$ cat config.mk
export PLATFORM = sky130hd
export DESIGN_NAME = tcw_timer
export DESIGN_NICKNAME = d
export VERILOG_FILES = /design/src/inc/tcw_pkg.sv /design/src/design/tcw_timer.sv
export VERILOG_INCLUDE_DIRS = /design/src /design/src/inc
export SDC_FILE = /design/constraint.sdc
export NUM_CORES = 1
export LEC_CHECK = 0
export BUFFER_PORTS_ARGS = -buffer_cell sky130_fd_sc_hd__clkbuf_2
export CORE_MARGIN = 4
export CORE_UTILIZATION = 59
export DETAILED_ROUTE_END_ITERATION = 16
export GPL_TIMING_DRIVEN = 0
export HOLD_SLACK_MARGIN = 0.02
export PLACE_DENSITY = 0.86
export SETUP_SLACK_MARGIN = 0.02
export SLEW_MARGIN = 10
export SYNTH_ARGS = -nofsm -noshare
export SYNTH_HDL_FRONTEND = slang
export SYNTH_SLANG_ARGS = --single-unit
$ cat constraint.sdc
create_clock -name clk_i -period 6.1 [get_ports clk_i]
set_clock_uncertainty 0.15 [all_clocks]
set_input_delay 1.22 -clock clk_i [delete_from_list [all_inputs] [get_ports clk_i]]
set_output_delay 1.22 -clock clk_i [all_outputs]
set_load 0.01 [all_outputs]
$ cat src/inc/tcw_consts.svh
// constants of the timer/compare/waveform unit: offsets, fields, resets
// assumes an 8-bit APB address window and 32-bit data
`ifndef TCW_CONSTS_SVH
`define TCW_CONSTS_SVH

// ------------------------------------------------------------------
// register byte offsets
// ------------------------------------------------------------------
`define TCW_OFF_CTRL      8'h00
`define TCW_OFF_COUNT     8'h04
`define TCW_OFF_COMPARE   8'h08
`define TCW_OFF_STATUS    8'h0C
`define TCW_OFF_PINCFG    8'h10

// ------------------------------------------------------------------
// field positions
// ------------------------------------------------------------------
`define TCW_BIT_FORCE     7
`define TCW_BIT_WAVE_LO   6
`define TCW_BIT_ACT_HI    5
`define TCW_BIT_ACT_LO    4
`define TCW_BIT_WAVE_HI   3
`define TCW_BIT_PSC_HI    2
`define TCW_BIT_OVF       0
`define TCW_BIT_CMF       1
`define TCW_BIT_DIR       0
`define TCW_BIT_ASYNC     1

// ------------------------------------------------------------------
// reset values and counter limits
// ------------------------------------------------------------------
`define TCW_RST_CTRL      7'h00
`define TCW_RST_COUNT     8'h00
`define TCW_RST_COMPARE   8'h00
`define TCW_RST_PINCFG    2'h0
`define TCW_MAX           8'hFF
`define TCW_BOTTOM        8'h00

`endif

$ cat src/inc/tcw_pkg.sv
// types of the timer/compare/waveform unit
// assumes tcw_consts.svh is on the include path
package tcw_pkg;

   typedef enum logic [1:0] {
      TCW_NORMAL,
      TCW_PHASE_PWM,
      TCW_CLEAR_ON_MATCH,
      TCW_FAST_PWM
   } tcw_mode_e;

   typedef struct packed {
      logic [6:0]  ctrl;
      logic [7:0]  cnt;
      logic [7:0]  ocr;
      logic [7:0]  ocr_buf;
      logic        down;
      logic        block;
      logic [9:0]  psc;
      logic        ovf;
      logic        cmf;
      logic        oc;
      logic [1:0]  cfg;
      logic [31:0] prdata;
      logic        pready;
      logic        pslverr;
      logic        pin;
      logic        pin_oe;
   } tcw_state_s;

endpackage

$ cat src/design/tcw_timer.sv
// 8-bit timer/counter with compare unit and waveform generator, APB slave
// assumes APB master keeps the request stable until pready; one clock;
// tosc_tick_i is a one-cycle pulse synchronous to clk_i
//
// Functional notes
// - force strobe acts only in normal or clear-on-match modes
// - force strobe applies the selected output action to the pin at once
// - forced compare sets no flag and never clears the counter
// - force strobe reads back as zero
// - wave mode bits 6 (low) and 3 (high) pick one of four modes
// - top is 0xFF, except clear-on-match where top is compare value
// - compare write immediate or buffered to top; overflow at MAX/BOTTOM
// - nonzero action overrides port data; driver follows direction bit
// - non-PWM actions: disconnect, toggle, clear, set on match
// - fast PWM: clear or set on match, opposite at top
// - phase PWM: action on upward match, reverse on downward match
// - in PWM modes, compare equal to top with high action bit: match ignored, top acts
// - prescale select picks source divided by 1,8,32,64,128,256,1024
// - prescale select zero stops the counter
// - counter register reads and writes the counter directly
// - counter write suppresses compare match on next timer tick
// - compare value checked continuously; match sets flag, drives output
// - tick enables io clock; async mode uses oscillator ticks instead
// - fast PWM counts to MAX then clears to BOTTOM next tick
// - phase PWM counts up, holds MAX one tick, counts down
//
// The APB register port and the register offsets are this design's own decisions.
`include "tcw_consts.svh"

module tcw_timer (
   input  wire logic        clk_i,
   input  wire logic        arst_n_i,
   input  wire logic        psel_i,
   input  wire logic        penable_i,
   input  wire logic        pwrite_i,
   input  wire logic [7:0]  paddr_i,
   input  wire logic [31:0] pwdata_i,
   output logic      [31:0] prdata_o,
   output logic             pready_o,
   output logic             pslverr_o,
   input  wire logic        tosc_tick_i,
   input  wire logic        port_out_i,
   output logic             compare_out_pin_o,
   output logic             compare_out_oe_o,
   output logic             overflow_flag_o,
   output logic             compare_match_flag_o
);

   // ------------------------------------------------------------------
   // helpers
   // ------------------------------------------------------------------
   function automatic logic [9:0] psc_mask(input logic [2:0] sel);
      case (sel)
         3'h2:    psc_mask = 10'h007;
         3'h3:    psc_mask = 10'h01F;
         3'h4:    psc_mask = 10'h03F;
         3'h5:    psc_mask = 10'h07F;
         3'h6:    psc_mask = 10'h0FF;
         3'h7:    psc_mask = 10'h3FF;
         default: psc_mask = 10'h000;
      endcase
   endfunction

   tcw_pkg::tcw_state_s s_q;
   tcw_pkg::tcw_state_s s_d;

   logic                setup;
   logic                access;
   logic                wr;
   logic                wr_ctrl;
   logic                wr_cnt;
   logic                wr_cmp;
   logic                wr_stat;
   logic                hit;
   logic                src;
   logic                tick;
   logic                match;
   logic                pwm;
   logic                force_cmp;
   logic                at_top;
   logic                hold_top;
   logic                wr_pwm;
   logic [1:0]          wr_act;
   logic [2:0]          psc_sel;
   logic [1:0]          act;
   logic [7:0]          top;
   tcw_pkg::tcw_mode_e  mode;

   // ------------------------------------------------------------------
   // decode
   // ------------------------------------------------------------------
   assign setup   = psel_i & ~penable_i;
   assign access  = psel_i & penable_i & s_q.pready;
   assign wr      = access & pwrite_i & ~s_q.pslverr;
   assign wr_ctrl = wr & (paddr_i == `TCW_OFF_CTRL);
   assign wr_cnt  = wr & (paddr_i == `TCW_OFF_COUNT);
   assign wr_cmp  = wr & (paddr_i == `TCW_OFF_COMPARE);
   assign wr_stat = wr & (paddr_i == `TCW_OFF_STATUS);
   assign hit     = (paddr_i == `TCW_OFF_CTRL) | (paddr_i == `TCW_OFF_COUNT)
                  | (paddr_i == `TCW_OFF_COMPARE)
                  | (paddr_i == `TCW_OFF_STATUS)
                  | (paddr_i == `TCW_OFF_PINCFG);

   assign mode    = tcw_pkg::tcw_mode_e'({s_q.ctrl[`TCW_BIT_WAVE_HI],
                                          s_q.ctrl[`TCW_BIT_WAVE_LO]});
   assign pwm     = (mode == tcw_pkg::TCW_PHASE_PWM)
                  | (mode == tcw_pkg::TCW_FAST_PWM);
   assign act     = s_q.ctrl[`TCW_BIT_ACT_HI:`TCW_BIT_ACT_LO];
   assign psc_sel = s_q.ctrl[`TCW_BIT_PSC_HI:0];
   assign top     = (mode == tcw_pkg::TCW_CLEAR_ON_MATCH) ? s_q.ocr
                  : `TCW_MAX;

   // ------------------------------------------------------------------
   // timer tick: oscillator pulses replace the io clock in async mode
   // ------------------------------------------------------------------
   assign src  = s_q.cfg[`TCW_BIT_ASYNC] ? tosc_tick_i : 1'b1;
   assign tick = src & (psc_sel != 3'h0)
               & ((s_q.psc & psc_mask(psc_sel)) == psc_mask(psc_sel));

   assign match     = (s_q.cnt == s_q.ocr);
   assign at_top    = (s_q.cnt == `TCW_MAX);
   assign hold_top  = pwm & (s_q.ocr == `TCW_MAX) & act[1];
   // strobe judged by the mode and action written along with it
   assign wr_pwm    = pwdata_i[`TCW_BIT_WAVE_LO];
   assign wr_act    = pwdata_i[`TCW_BIT_ACT_HI:`TCW_BIT_ACT_LO];
   assign force_cmp = wr_ctrl & pwdata_i[`TCW_BIT_FORCE] & ~wr_pwm;

   // ------------------------------------------------------------------
   // next state
   // ------------------------------------------------------------------
   always_comb begin
      s_d = s_q;

      // stale direction would make phase mode start downwards
      if (mode != tcw_pkg::TCW_PHASE_PWM) begin
         s_d.down = 1'b0;
      end
      // write one to clear, ahead of the events so that a set wins
      if (wr_stat) begin
         s_d.ovf = s_q.ovf & ~pwdata_i[`TCW_BIT_OVF];
         s_d.cmf = s_q.cmf & ~pwdata_i[`TCW_BIT_CMF];
      end

      // prescaler runs on every source pulse while a clock is selected
      if (src && psc_sel != 3'h0) begin
         s_d.psc = s_q.psc + 10'h001;
      end

      if (tick) begin
         s_d.block = 1'b0;
         if (match && !s_q.block) begin
            s_d.cmf = 1'b1;
         end
         case (mode)
            tcw_pkg::TCW_PHASE_PWM: begin
               if (!s_q.down) begin
                  if (at_top) begin
                     s_d.down = 1'b1;
                     s_d.cnt  = `TCW_MAX - 8'h01;
                  end else begin
                     s_d.cnt = s_q.cnt + 8'h01;
                  end
               end else if (s_q.cnt == `TCW_BOTTOM) begin
                  s_d.down = 1'b0;
                  s_d.cnt  = s_q.cnt + 8'h01;
                  s_d.ovf  = 1'b1;
               end else begin
                  s_d.cnt = s_q.cnt - 8'h01;
               end
               if (s_q.cnt == `TCW_BOTTOM && !s_q.down) begin
                  s_d.ovf = 1'b1;
               end
               // match actions, held back when compare sits at top
               if (match && !s_q.block && !hold_top) begin
                  if (act == 2'h2) begin
                     s_d.oc = s_q.down;
                  end else if (act == 2'h3) begin
                     s_d.oc = ~s_q.down;
                  end
               end
               if (hold_top && at_top) begin
                  s_d.oc = (act == 2'h2);
               end
            end
            tcw_pkg::TCW_FAST_PWM: begin
               s_d.cnt = s_q.cnt + 8'h01;
               if (match && !s_q.block && !hold_top) begin
                  if (act == 2'h2) begin
                     s_d.oc = 1'b0;
                  end else if (act == 2'h3) begin
                     s_d.oc = 1'b1;
                  end
               end
               if (at_top) begin
                  s_d.ovf = 1'b1;
                  if (act == 2'h2) begin
                     s_d.oc = 1'b1;
                  end else if (act == 2'h3) begin
                     s_d.oc = 1'b0;
                  end
               end
            end
            default: begin
               // normal and clear-on-match share the non-PWM actions
               if (mode == tcw_pkg::TCW_CLEAR_ON_MATCH && match
                   && !s_q.block) begin
                  s_d.cnt = `TCW_BOTTOM;
               end else begin
                  s_d.cnt = s_q.cnt + 8'h01;
               end
               if (at_top) begin
                  s_d.ovf = 1'b1;
               end
               if (match && !s_q.block) begin
                  case (act)
                     2'h1:    s_d.oc = ~s_q.oc;
                     2'h2:    s_d.oc = 1'b0;
                     2'h3:    s_d.oc = 1'b1;
                     default: s_d.oc = s_q.oc;
                  endcase
               end
            end
         endcase
         // buffered compare value lands when the count passes top
         if (pwm && at_top) begin
            s_d.ocr = s_q.ocr_buf;
         end
      end

      // forced compare: output only, no flag and no counter clear
      if (force_cmp) begin
         case (wr_act)
            2'h1:    s_d.oc = ~s_q.oc;
            2'h2:    s_d.oc = 1'b0;
            2'h3:    s_d.oc = 1'b1;
            default: ;
         endcase
      end

      // ------------------------------------------------------------------
      // register writes; a bus write to the counter beats the tick
      // ------------------------------------------------------------------
      if (wr_ctrl) begin
         s_d.ctrl = pwdata_i[6:0];
      end
      if (wr_cnt) begin
         s_d.cnt   = pwdata_i[7:0];
         s_d.block = 1'b1;
      end
      if (wr_cmp) begin
         s_d.ocr_buf = pwdata_i[7:0];
         if (!pwm) begin
            s_d.ocr = pwdata_i[7:0];
         end
      end
      if (wr & (paddr_i == `TCW_OFF_PINCFG)) begin
         s_d.cfg = pwdata_i[1:0];
      end

      // ------------------------------------------------------------------
      // APB answer: ready one cycle after setup, data sampled at setup
      // ------------------------------------------------------------------
      s_d.pready = setup;
      if (setup) begin
         s_d.pslverr = ~hit;
         case (paddr_i)
            `TCW_OFF_CTRL:    s_d.prdata = {25'h0, s_q.ctrl};
            `TCW_OFF_COUNT:   s_d.prdata = {24'h0, s_q.cnt};
            `TCW_OFF_COMPARE: s_d.prdata = {24'h0, s_q.ocr_buf};
            `TCW_OFF_STATUS:  s_d.prdata = {30'h0, s_q.cmf, s_q.ovf};
            `TCW_OFF_PINCFG:  s_d.prdata = {30'h0, s_q.cfg};
            default:          s_d.prdata = 32'h0;
         endcase
      end

      // pin override while any action bit is set
      s_d.pin    = (s_d.ctrl[`TCW_BIT_ACT_HI:`TCW_BIT_ACT_LO] != 2'h0)
                 ? s_d.oc : port_out_i;
      s_d.pin_oe = s_d.cfg[`TCW_BIT_DIR];
   end

   always_ff @(posedge clk_i or negedge arst_n_i) begin
      if (!arst_n_i) begin
         s_q         <= '0;
         s_q.ctrl    <= `TCW_RST_CTRL;
         s_q.cnt     <= `TCW_RST_COUNT;
         s_q.ocr     <= `TCW_RST_COMPARE;
         s_q.ocr_buf <= `TCW_RST_COMPARE;
         s_q.cfg     <= `TCW_RST_PINCFG;
      end else begin
         s_q <= s_d;
      end
   end

   assign prdata_o             = s_q.prdata;
   assign pready_o             = s_q.pready;
   assign pslverr_o            = s_q.pslverr;
   assign compare_out_pin_o    = s_q.pin;
   assign compare_out_oe_o     = s_q.pin_oe;
   assign overflow_flag_o      = s_q.ovf;
   assign compare_match_flag_o = s_q.cmf;
endmodule

==> key figures <==
Outcome
  – Outcome: finished, final reports clean

Cells and area
  – Final cell count without fillers: 552
  – Total inserted antenna cells: 0
  – Layout fillers: 457
  – Number of nets in the layout: 523
  – Utilization after layout: 72.4%
  – Layout-stage area growth over the synthesis result: 16.0%
  – Share of layout cells above drive strength 1: 26.6%

STA
  – Number of hold violations in the final report: 0
  – Summed negative setup slack over all endpoints: 0 ps
  – Final critical-path required period: 3310 ps
  – Share of the clock period used by the worst path: 54.2%
  – Fmax: 302 MHz
  – RSZ-0062 raised after global routing: false
  – Tightest Pin Transition: 784 ps
  – Total setup violations reported at the end of the flow: 0
  – Worst max-slew margin expressed relative to the limit: 47.8%
  – Fin worst setup slack: 2790 ps
  – Final max-slew violation count: 0

Drt
  – Number of nets with antenna violations after routing: 0
  – Detailed router's first-iteration violation count: 451
  – Residual DRC count: 0
  – Detailed Routing Iterations Pass 1: 5
  – Via-per-instance ratio: 6.01
  – Final wirelength: 9250 um
  – Via count: 3319
  – Drt wl/cell: 16.8 um

Floorplanning
  – Std cell rows: 28
  – Number of top-level design ports: 85
  – Placeable core region: 6060 um2
  – Starting density of the core: 62.4%
  – Die Outline Area: 7760 um2
  – Vertical die dimension: 88.1 um
  – Die Span X: 88.1 um

Run
  – Total of max-cap violations: 0

Clock tree
  – Number of buffers added to fix hold violations after cts: 0
  – Number of setup buffers added after CTS: 0
  – CTS Buffer Depth: 2
  – Htree depth: 3
  – Clock Root Buffer: clkbuf_8
  – Clk sinks: 59
  – Post-cts resize count: 0
  – Total clock buffers created by CTS: 9
  – Clock insertion delay at the later pin of the skew report: 350 ps
  – Clock tree from TritonCTS: done
  – Clock transition at the registers of the reported paths: 70 ps

Power
  – PnR Total Power: 0.000945 W
  – P_leak: 2.14 nW
  – Worst vdd rail ir drop: 0.229 mV
  – Power density over cell area: 215 nW/um2

Yosys
  – Commonest cells post-synth: dfrtp_1, buf_4, nand2_1
  – Top-area cell type share of the netlist area: 39.0%
  – Sequential share of the synthesized area: 39.0%
  – Top post-synthesis cells by area: dfrtp_1, buf_4, mux2_2
  – Synth Instances: 402
  – Count of synthesis-stage warnings from yosys: 0
  – Post-synth ARST share: 100%
  – Netlist Area Pre-Place: 3780 um2
  – Flip-flop cell with the highest count after synthesis: dfrtp_1
  – Number of different library cells in the post-synthesis netlist: 62
  – Post-synthesis sequential element count: 59
  – Top-count cell post-synth: dfrtp_1
  – Cell type contributing the most total cell area after synthesis: dfrtp_1
  – Count of flip-flops with a built-in enable after synthesis: 0
  – Avg Cell Area, Syn: 9.41 um2

Setup path
  – Launch point of the worst reg-to-reg path: s_q[74]
  – Crit Path Max Fanout: 10
  – Arrival time at the worst endpoint: 3410 ps
  – FF-to-FF End: s_q[76]
  – Critical path class: in2reg
  – Setup crit end kind: register
  – Count of cells along the worst register-to-register path: 8
  – Required time at the worst-slack endpoint: 6200 ps
  – Type of element launching the critical path: input port
  – Worst-case register-to-register setup slack: 3290 ps

GRT
  – Number of global-route vias before repair: 3197
  – Maximum number of pins on one net before global-route repair: 60
  – First-pass GRT wire length: 15500 um
  – Residual overflow from global routing: 0
  – Initial antenna violation count: 0
  – Global router's overall resource usage: 25.8%

Min path
  – Worst min-delay path endpoint: prdata_o[7]
  – Worst hold stages: 2
  – HP Start: prdata_o[7]
  – Class of the tightest hold or removal check: reg2reg

Placed design
  – Half-perimeter wire length of the detailed placement result: 6790 um
  – Minimum setup slack after placement: 2540 ps
  – Placer Congestion: 0.923
  – # port buffers: 36
  – DP Cell Count: 536
==> kinds of logic (layout without fill, tap and decap cells) <==
| family | count (synthesis) | count (layout) | synth area share [%] |
|---|---|---|---|
| flops | 59 | 59 | 39.0 |
| buf+inv | 63 | 115 | 10.2 |
| fa+ha+maj | 4 | 4 | 1.32 |
| simple gates | 125 | 125 | 17.5 |
| xor+xnor | 20 | 20 | 4.63 |
| mux | 39 | 39 | 11.0 |
| other cells | 1 | 24 | 0.0991 |
| compound gates | 91 | 91 | 16.2 |
==> layout by cell type, fill, tap and decap left out, types with 3 or more instances in the layout <==
master,n
dfrtp_1,59
clkbuf_2,35
buf_4,34
nand2_1,31
o21ai_0,29
nor2_1,29
conb_1,24
mux2_2,21
nand3_1,20
mux2i_1,18
a21oi_1,16
inv_1,14
clkbuf_1,13
xnor2_1,13
clkbuf_8,12
nand4_1,9
a221oi_1,7
xor2_1,7
nor3_1,6
a22oi_1,6
o31ai_1,4
nor2b_1,4
ha_1,4
nand2b_1,3
nor4_1,3
a31oi_1,3
a311oi_1,3
bufinv_16,3
==> layout make-up <==
class	instances	area, um2	area share, %
clock inverters	4	97.6	2.22
clock buffers	12	145	3.31
well taps	75	93.8	2.14
repair buffers	36	183	4.16
multi-input cells	303	2010	45.7
inverters	14	52.6	1.20
flip-flops and latches	59	1480	33.6
plain buffers	49	333	7.58
==> report_power, final <==
| part | internal (W) | total [W] | leakage [nW] | switching [W] |
|---|---|---|---|---|
| sequential | 0.000399 | 0.000406 | 0.798 | 0.00000673 |
| combinational | 0.0000422 | 0.000104 | 1.23 | 0.0000613 |
| clock | 0.000283 | 0.000436 | 0.117 | 0.000153 |
| total | 0.000724 | 0.000945 | 2.14 | 0.000221 |
==> layer usage <==
metal	vias up	global-route usage [%]	share of wire, %
met4	0	11.1	3.0
met3	36	4.80	9.2
met2	188	41.6	46
met5	-	0	0
met1	1555	34.2	42
li1	1540	-	-
==> sequential cells by signal (all words and copies together), names as in the netlist <==
register	cells
pready_o	1
act	2
compare_out_pin_o	1
compare_out_oe_o	1
pslverr_o	1
s_q	38
psc_sel	3
overflow_flag_o	1
mode	2
prdata_o	8
compare_match_flag_o	1
==> worst max-delay path, stage by stage <==
cell and delay (ps):
clkbuf_2 90, or4_4 550, nor3_4 230, and3_2 270, nor2b_1 180, buf_4 210, and2b_1 270, buf_4 210
nand2_1 70, o21ai_0 90
==> how the worst max path moves through the flow <==
stage | to | startpoint | cells after the start | slack [ps]
5_1_grt | s_q[64] | tosc_tick_i | 8 | 2580
3_3_place_gp | s_q[64] | tosc_tick_i | 8 | 2630
6_report | s_q[61] | paddr_i[1] | 10 | 2790
3_5_place_dp | s_q[64] | tosc_tick_i | 8 | 2540
2_1_floorplan | compare_out_pin_o | paddr_i[1] | 7 | 2880
4_1_cts | s_q[61] | paddr_i[1] | 10 | 2830
==> through the flow <==
step                instance area, um2  hold WS (ps)
detailed placement                4150           310
global route                      4390           357
global placement                  4140           300
finish                            4390           331
CTS                               4390           335
floorplan                         3870           286
Note: power is estimated with default switching activity, not from simulation.
